--- src/logic/vdet_defs.svh ---
`ifndef VDET_DEFS_SVH
`define VDET_DEFS_SVH
// Register addresses on the CPU bus
`define VDET_CTRL_ADDR 20'hfffa9
`define VDET_LEVEL_ADDR 20'hfffaa
// Option byte locations
`define VDET_OPT_ADDR 20'h000c1
`define VDET_OPT_SWAP_ADDR 20'h010c1
// Control register fields
`define VDET_CTRL_EN_BIT 7
`define VDET_CTRL_MSK_BIT 1
`define VDET_CTRL_FLAG_BIT 0
`define VDET_CTRL_RST 8'h00
`define VDET_CTRL_EN_RST 1'b0
// Level register fields
`define VDET_LVL_MODE_BIT 7
`define VDET_LVL_SEL_BIT 0
`define VDET_LVL_RST_IR 8'h00
`define VDET_LVL_RST_R 8'h81
`define VDET_LVL_RST_I 8'h01
// Option byte mode field codes
`define VDET_OPT_IR 2'h2
`define VDET_OPT_R 2'h3
`define VDET_OPT_I 2'h1
// Option byte field positions
`define VDET_OPT_MODE_HI 1
`define VDET_OPT_MODE_LO 0
`define VDET_OPT_LOW_HI 7
`define VDET_OPT_LOW_LO 5
// Settle time after a level change, ns, and derived cycle count (10 ns clock)
`define VDET_SETTLE_NS 300
`define VDET_CLK_NS 10
`define VDET_SETTLE_CYC (`VDET_SETTLE_NS / `VDET_CLK_NS)
// Largest count the eight-bit settle counter holds
`define VDET_SETTLE_MAX 255
`endif

--- src/logic/vdet_pkg.sv ---
package vdet_pkg;
  // Detector operating mode decoded from the option byte
  typedef enum logic [1:0] {
    mode_off_t_e,
    mode_int_e,
    mode_irst_e,
    mode_rst_e
  } det_mode_t;
endpackage : vdet_pkg

--- src/logic/vdet_sync_if.sv ---
// Carries the synchronised comparator level to the main logic
interface vdet_sync_if;
  logic below;
  modport src (output below);
  modport dst (input below);
endinterface : vdet_sync_if

--- src/logic/vdet_sync.sv ---
`include "vdet_defs.svh"
module vdet_sync #(
  parameter int STAGES = 2
) (
  input wire logic i_clk,
  input wire logic i_rstn,
  input wire logic i_async,
  vdet_sync_if.src o_sync
);
  // Elaboration check: a proper crossing needs two stages at least
  if (STAGES < 2) begin : g_chk
    $error("vdet_sync needs at least two stages");
  end
  logic [STAGES-1:0] chain_q;
  logic [STAGES-1:0] chain_d;
  // Shift chain; only the next stage reads the first flop
  always_comb begin
    chain_d = {chain_q[STAGES-2:0], i_async};
  end
  always_ff @(posedge i_clk) begin
    if (!i_rstn) begin
      chain_q <= '0;
    end else begin
      chain_q <= chain_d;
    end
  end
  assign o_sync.below = chain_q[STAGES-1];
endmodule : vdet_sync

--- src/logic/voltage_detector_control.sv ---
`include "vdet_defs.svh"
module voltage_detector_control #(
  parameter int SETTLE_CYC = `VDET_SETTLE_CYC
) (
  input wire logic i_clk,
  input wire logic i_rstn,          // Any reset, synchronous
  input wire logic i_det_reset,     // High when the reset came from this detector
  input wire logic [7:0] i_opt,     // Option byte at its fixed location
  input wire logic i_cmp_high,      // Comparator: supply below high threshold
  input wire logic i_cmp_low,       // Comparator: supply below low/single threshold
  input wire logic [19:0] i_addr,   // CPU bus address
  input wire logic i_wr,            // CPU write strobe
  input wire logic [7:0] i_wdata,
  output logic [7:0] o_rdata,
  output logic [7:0] o_high_sel,    // Picks high threshold: VPOC and pair fields
  output logic [7:0] o_low_sel,     // Picks low threshold
  output logic o_low_level_sel,     // Comparator level currently watched
  output logic o_undervoltage_irq,  // One-cycle interrupt pulse
  output logic o_detector_reset     // Internal reset request
);
  // Settle counter is eight bits wide; a zero wait would never mask
  if (SETTLE_CYC < 1 || SETTLE_CYC > `VDET_SETTLE_MAX) begin : g_chk
    $error("SETTLE_CYC must lie between one and 255");
  end
  // Synchronised comparator levels
  vdet_sync_if s_hi ();
  vdet_sync_if s_lo ();
  vdet_sync #(.STAGES(2)) u_sync_hi (.i_clk(i_clk), .i_rstn(i_rstn),
    .i_async(i_cmp_high), .o_sync(s_hi));
  vdet_sync #(.STAGES(2)) u_sync_lo (.i_clk(i_clk), .i_rstn(i_rstn),
    .i_async(i_cmp_low), .o_sync(s_lo));

  // Mode decode from the option byte only
  vdet_pkg::det_mode_t mode;
  always_comb begin
    case (i_opt[`VDET_OPT_MODE_HI:`VDET_OPT_MODE_LO])
      `VDET_OPT_IR: mode = vdet_pkg::mode_irst_e;
      `VDET_OPT_R: mode = vdet_pkg::mode_rst_e;
      `VDET_OPT_I: mode = vdet_pkg::mode_int_e;
      default: mode = vdet_pkg::mode_off_t_e;
    endcase
  end
  // Combined interrupt and reset mode; only here does the mask exist
  logic irst;
  assign irst = (mode == vdet_pkg::mode_irst_e);
  // Threshold select: the analog picks by these fields; bad combos are the user's
  assign o_high_sel = i_opt;
  assign o_low_sel = {i_opt[`VDET_OPT_LOW_HI:`VDET_OPT_LOW_LO], 5'h00};

  // Register state
  logic en_q, en_d;         // Rewrite enable
  logic mode_q, mode_d;     // Level reg mode bit
  logic sel_q, sel_d;       // Level reg select bit
  logic [7:0] settle_q, settle_d; // Settling wait counter
  logic below_q, below_d;   // Previous watched level, for edges
  logic irq_q, irq_d;
  logic rst_q, rst_d;
  logic below;              // Supply below watched level
  logic mask;
  logic wr_ctrl, wr_lvl;

  // Write decode; each bus write lasts one cycle
  assign wr_ctrl = i_wr && (i_addr == `VDET_CTRL_ADDR);
  assign wr_lvl = i_wr && (i_addr == `VDET_LEVEL_ADDR);
  // Watched level: zero with the detector off, else low comparator whenever select is one
  assign below = (mode == vdet_pkg::mode_off_t_e) ? 1'b0 :
                 (sel_q ? s_lo.below : s_hi.below);
  // Mask only exists in the combined mode
  assign mask = irst && (en_q || settle_q != 8'h00);

  // Next-state logic
  always_comb begin
    en_d = en_q;
    mode_d = mode_q;
    sel_d = sel_q;
    settle_d = (settle_q != 8'h00) ? settle_q - 8'h01 : 8'h00;
    below_d = below;
    irq_d = 1'b0;
    rst_d = 1'b0;
    if (wr_ctrl) begin
      en_d = i_wdata[`VDET_CTRL_EN_BIT];
    end
    if (wr_lvl && en_q) begin
      mode_d = i_wdata[`VDET_LVL_MODE_BIT];
      sel_d = i_wdata[`VDET_LVL_SEL_BIT];
      if (i_wdata[`VDET_LVL_SEL_BIT] != sel_q) begin
        settle_d = SETTLE_CYC[7:0];
      end
    end
    case (mode)
      vdet_pkg::mode_irst_e: begin
        // Falling through high level: interrupt once, then watch low
        if (!mask && !sel_q && below && !below_q) begin
          irq_d = 1'b1;
          mode_d = 1'b1;
          sel_d = 1'b1;
          settle_d = SETTLE_CYC[7:0];
        end
        rst_d = !mask && s_lo.below;
      end
      vdet_pkg::mode_rst_e: rst_d = below;
      vdet_pkg::mode_int_e: irq_d = (below != below_q);
      default: begin
        irq_d = 1'b0;
      end
    endcase
  end

  // Registers: detector reset holds enable and level bits, others load defaults; every reset clears the rest
  always_ff @(posedge i_clk) begin
    if (!i_rstn) begin
      if (!i_det_reset) begin
        en_q <= `VDET_CTRL_EN_RST;
        mode_q <= (i_opt[`VDET_OPT_MODE_HI:`VDET_OPT_MODE_LO] == `VDET_OPT_R);
        sel_q <= (i_opt[`VDET_OPT_MODE_HI:`VDET_OPT_MODE_LO] != `VDET_OPT_IR);
      end
      settle_q <= 8'h00;
      below_q <= 1'b0;
      irq_q <= 1'b0;
      rst_q <= 1'b0;
    end else begin
      en_q <= en_d;
      mode_q <= mode_d;
      sel_q <= sel_d;
      settle_q <= settle_d;
      below_q <= below_d;
      irq_q <= irq_d;
      rst_q <= rst_d;
    end
  end

  // Read mux; flag and mask bits are hardware state only
  always_comb begin
    o_rdata = 8'h00;
    if (i_addr == `VDET_CTRL_ADDR) begin
      o_rdata[`VDET_CTRL_EN_BIT] = en_q;
      o_rdata[`VDET_CTRL_MSK_BIT] = mask;
      o_rdata[`VDET_CTRL_FLAG_BIT] = below;
    end else if (i_addr == `VDET_LEVEL_ADDR) begin
      o_rdata[`VDET_LVL_MODE_BIT] = mode_q;
      o_rdata[`VDET_LVL_SEL_BIT] = sel_q;
    end else if (i_addr == `VDET_OPT_ADDR) begin
      o_rdata = i_opt;
    end
  end
  // Outputs come straight from state flops
  assign o_low_level_sel = sel_q;
  assign o_undervoltage_irq = irq_q;
  assign o_detector_reset = rst_q;

  // Checks
  // A control write with enable low must not raise the mask by itself
  property p_ro_flags;
    @(posedge i_clk) disable iff (!i_rstn)
      (wr_ctrl && !en_q && settle_q == 8'h00 && !irq_d && !i_wdata[`VDET_CTRL_EN_BIT])
      |=> !mask;
  endproperty
  a_ro_flags: assert property (p_ro_flags) else $error("mask flag not hardware driven");
  property p_lvl_gate;
    @(posedge i_clk) disable iff (!i_rstn)
      (wr_lvl && !en_q && !irq_d) |=> $stable(sel_q);
  endproperty
  a_lvl_gate: assert property (p_lvl_gate) else $error("level written while locked");
  property p_mask_mode;
    @(posedge i_clk) disable iff (!i_rstn) !irst |-> !mask;
  endproperty
  a_mask_mode: assert property (p_mask_mode) else $error("mask outside combined mode");
  property p_irq_bits;
    @(posedge i_clk) disable iff (!i_rstn)
      (irst && $rose(irq_q)) |-> (sel_q && mode_q);
  endproperty
  a_irq_bits: assert property (p_irq_bits) else $error("level bits not set by irq");
  property p_rst_mode;
    @(posedge i_clk) disable iff (!i_rstn)
      (mode == vdet_pkg::mode_rst_e && $stable(mode)) |=> (rst_q == $past(below));
  endproperty
  a_rst_mode: assert property (p_rst_mode) else $error("reset mode mismatch");
  // Interrupt must start the settle wait, so the mask stands at once
  property p_settle_mask;
    @(posedge i_clk) disable iff (!i_rstn) (irst && $rose(irq_q)) |-> mask;
  endproperty
  a_settle_mask: assert property (p_settle_mask) else $error("mask not set after irq");
  property p_flag;
    @(posedge i_clk) disable iff (!i_rstn)
      (mode == vdet_pkg::mode_off_t_e) |-> !below;
  endproperty
  a_flag: assert property (p_flag) else $error("flag set with detector off");
  property p_ctrl_rst;
    @(posedge i_clk) (!i_rstn && !i_det_reset) |=> !en_q;
  endproperty
  a_ctrl_rst: assert property (p_ctrl_rst) else $error("enable not cleared");
  property p_keep;
    @(posedge i_clk) (!i_rstn && i_det_reset) |=> $stable(sel_q) && $stable(en_q);
  endproperty
  a_keep: assert property (p_keep) else $error("detector reset lost contents");
  // Other resets load level bits from the option mode field
  property p_lvl_rst;
    @(posedge i_clk) (!i_rstn && !i_det_reset) |=>
      (sel_q == ($past(i_opt[`VDET_OPT_MODE_HI:`VDET_OPT_MODE_LO]) != `VDET_OPT_IR)) &&
      (mode_q == ($past(i_opt[`VDET_OPT_MODE_HI:`VDET_OPT_MODE_LO]) == `VDET_OPT_R));
  endproperty
  a_lvl_rst: assert property (p_lvl_rst) else $error("level reset value wrong");
endmodule : voltage_detector_control

--- config.mk ---
export PLATFORM = sky130hd
export DESIGN_NAME = voltage_detector_control
export DESIGN_NICKNAME = d
export VERILOG_FILES = /design/src/logic/vdet_pkg.sv /design/src/logic/vdet_sync_if.sv /design/src/logic/vdet_sync.sv /design/src/logic/voltage_detector_control.sv
export VERILOG_INCLUDE_DIRS = /design/src /design/src/logic
export SDC_FILE = /design/constraint.sdc
export NUM_CORES = 1
export LEC_CHECK = 0
export BUFFER_PORTS_ARGS = -buffer_cell sky130_fd_sc_hd__buf_4
export CAP_MARGIN = 20
export CORE_AREA = 2 2 79 43
export DETAILED_ROUTE_END_ITERATION = 6
export DIE_AREA = 0 0 81 45
export PLACE_DENSITY = 0.8
export SETUP_SLACK_MARGIN = 0.02
export SLEW_MARGIN = 20
export SYNTH_ARGS = -nofsm -noshare
export SYNTH_HDL_FRONTEND = slang
export SYNTH_HIERARCHICAL = 1
export SYNTH_SLANG_ARGS = --single-unit
--- constraint.sdc ---
create_clock -name i_clk -period 1.9 [get_ports i_clk]
set_input_delay 0.285 -clock i_clk [delete_from_list [all_inputs] [get_ports i_clk]]
set_output_delay 0.285 -clock i_clk [all_outputs]
set_load 0.005 [all_outputs]
==> results.md <==
* Number of synthesized register bits at 18
* Cell variety after synth at 45
* Type of the most critical hold path: input pin to flop
* Routed Wire Length at 2970 um
* Fin crit period at 1.91 ns
* Clock transition time at the flip-flop clock pins of the worst setup and hold paths at 0.06 ns
* Maximum number of pins on one net before global-route repair at 21
* MaxCap Viol Count at 0
* Power Density at 922 nW/um^2
* Sink count of the clock tree at 18
* Share of async-settable or async-resettable flops after synthesis at 0
* TritonCTS Buffers at 3
* Number of design rule violations left after detail routing at 0
* Setup repair after global routing missed its margin: yes
* Final Slew Violations at 0
* Setup Skew at 0.000819 ns
* Critical path launch point: settle_q[1]$_SDFF_PN0_
* TritonCTS clock tree: done
* Vias after detailed routing at 1210
* Count of boundary I/O pins at 69
* Leak Pwr at 0.793 nW
* CTS HTree Levels at 1
* Peak supply drop at 0.446 mV
* Critical-path top delay cell: or3b_4
* Number of vias per cell after detailed routing at 5.11
* Synth warnings at 6
* Sum of negative setup slack at -0.00712 ns
* Worst Setup Slack post-DPL at 0.0881 ns
* Fraction of the cycle the final worst path needs at 1.00
* Diodes inserted at 0
* Combined buffer and inverter count along the critical path at 2
* Delay-heaviest family, CP: simple AND/OR/NAND/NOR gates
* Post-Synthesis Cells at 139
* Vert. Die Dim at 45 um
* Clock latency at the later pin of the worst-skew pair at 0.26 ns
* Most frequently used flop master after synthesis: dfxtp_1
* Failing checks: negative setup slack
* Global-route wire length before repair at 5180 um
* Area growth from synthesis to final layout at 42.7%
* Number of failing setup endpoints in the final timing report at 1
* Iter 0 DRT Violations at 36
* Critical Path Source Type: flop
* Peak Freq at 524 MHz
* Mapped Area at 1250 um^2
* Worst setup path class: flop to output pin
* CTS root buffer: clkbuf_8
* Global-route usage over all layers at 0.186
* Filler cell count at 249
* Delay of the slowest cell on the worst path at 0.39 ns
* Number of nets at the end of the flow at 245
* Die Area at 3650 um^2
* CP required at 1.62 ns
* Final hold viol count at 0
* Layout Cell Area excl Fill at 1790 um^2
* Worst hold start: i_cmp_low
* Maximum clock insertion buffer count at 2
* IO Port Bufs at 57
* Run status: finished with violations
* Highest net fanout along the worst path at 2
* Standard cell core area at 2910 um^2
* Initial antenna violation count at 0
* Share of the core filled with cells at 0.616
* Final HPWL from detailed placement at 2360 um
* Number of global-route vias before repair at 1130
* Initial core utilization at 0.432
* Area after DPL at 1660 um^2
* Count of nets left with antenna violations after detail routing at 0
* Gpl congestion at 0.800
* Area of combinational cells with multiple inputs at 768 um^2
* Area taken by flip-flops and latches at 394 um^2
* Total iterations of the first detailed-routing run at 4
* Ordered cell list for the critical path: inv_2 -> ha_4 -> or3b_4 -> o31ai_4 -> o2bb2ai_2 -> buf_4
* Crit end category: output pin
* Reg-to-reg startpoint: settle_q[1]$_SDFF_PN0_
* Post-route setup slack at -0.00712 ns
* Data arrival time of the worst path at 1.62 ns
* Count of flip-flops with a built-in enable after synthesis at 3
* Wire length per cell after detailed routing at 12.5 um
* Site Rows at 14
* Avg Inst Size Synth at 9.03 um^2
* Seq/Total Area, Yosys at 0.311
* Die Span X at 81 um
* Total grt overflow at 0
* Layout cell share with drive strength beyond 1 at 0.452
## Yosys cell counts, types with 4 or more instances
master,number,area [um^2]
and2_1,11,68.8
buf_4,16,120
dfxtp_1,15,300
ha_1,5,62.6
inv_1,4,15.0
nand2_1,4,15.0
nand4_1,5,31.3
nor2_1,6,22.5
nor2b_1,4,25.0
nor3_1,8,40.0
o31a_1,4,35.0
xnor2_1,5,43.8
## kinds of logic (layout without fill, tap and decap cells)
group	count (synthesis)	count (layout)	synth area share
simple gates	63	63	0.334
compound gates	23	23	0.136
buf+inv	23	77	0.124
flops	18	18	0.311
fa+ha+maj	5	5	0.0499
xor+xnor	5	5	0.0349
other cells	1	5	0.00299
mux	1	1	0.00798
## layer usage
layer | wire, um | global-route usage | vias to the layer above
met1 | 1240 | 0.235 | 564
met3 | 176 | 0.0460 | 4
li1 | - | - | 604
met4 | 50 | 0.0712 | 0
met2 | 1500 | 0.314 | 38
met5 | 0 | 0 | -
## area by class of cell
| class | instances | area share |
|---|---|---|
| flip-flops and latches | 18 | 0.220 |
| clock inverters | 1 | 0.00210 |
| clock buffers | 3 | 0.0231 |
| repair buffers | 69 | 0.289 |
| inverters | 4 | 0.00839 |
| multi-input cells | 102 | 0.429 |
| well taps | 40 | 0.0280 |
## stage by stage
stage          hold WS, ns  power [W]  instances
2_1_floorplan        0.407    0.00106        143
3_3_place_gp         0.414    0.00121        228
3_5_place_dp         0.417    0.00123        228
4_1_cts              0.225    0.00163        237
5_1_grt              0.223    0.00177        237
6_report             0.228    0.00165        237
## what timing repair did
| item | in CTS | in global routing |
|---|---|---|
| pin swaps | 4 | 2 |
| endpoints found under the setup margin | 1 | 6 |
| resized for setup | 8 | 5 |
| buffers inserted | 5 | 0 |
| hold buffers | 0 | 0 |
## placed cells by master (no fill, tap or decap), drive strengths merged, types with 4 or more instances in the layout
master,n
and2,11
and3,4
buf,69
conb,5
dfxtp,15
ha,5
inv,4
nand2,4
nand4,5
nor2,7
nor2b,4
nor3,9
o31a,4
xnor2,5
## worst reg2reg max path, delay by kind of cell (launching register included)
family,cells,cell delay (ns)
AOI/OAI and AO/OA,1,0.22
adders and majority gates,1,0.12
buffers and inverters,2,0.24
DFF,1,0.32
and+or+nand+nor,3,0.67
## flip-flops by register name, summed over array words and instances, names as in the netlist
name	cells
settle_q	8
u_sync_hi/chain_q	2
u_sync_lo/chain_q	2
below_q	1
en_q	1
mode_q	1
o_detector_reset	1
o_low_level_sel	1
o_undervoltage_irq	1
## final timing paths
| check | slack [ns] | depth (start not counted) | to |
|---|---|---|---|
| max reg2reg | 0.17 | 7 | o_low_level_sel$_DFFE_PP_ |
| min reg2reg | 0.43 | 1 | u_sync_lo/chain_q[1]$_SDFF_PN0_ |
| max | -0.007 | 6 | o_rdata[1] |
| min | 0.23 | 2 | u_sync_lo/chain_q[0]$_SDFF_PN0_ |
## power by group
part,internal [W],switching [W],leakage [nW],total [W]
clock network,0.000144,0.000127,0.0231,0.000271
registers,0.000470,0.0000589,0.153,0.000528
logic,0.000470,0.000381,0.618,0.000851
total,0.00108,0.000567,0.793,0.00165
Power figures use the tool's default switching activity.
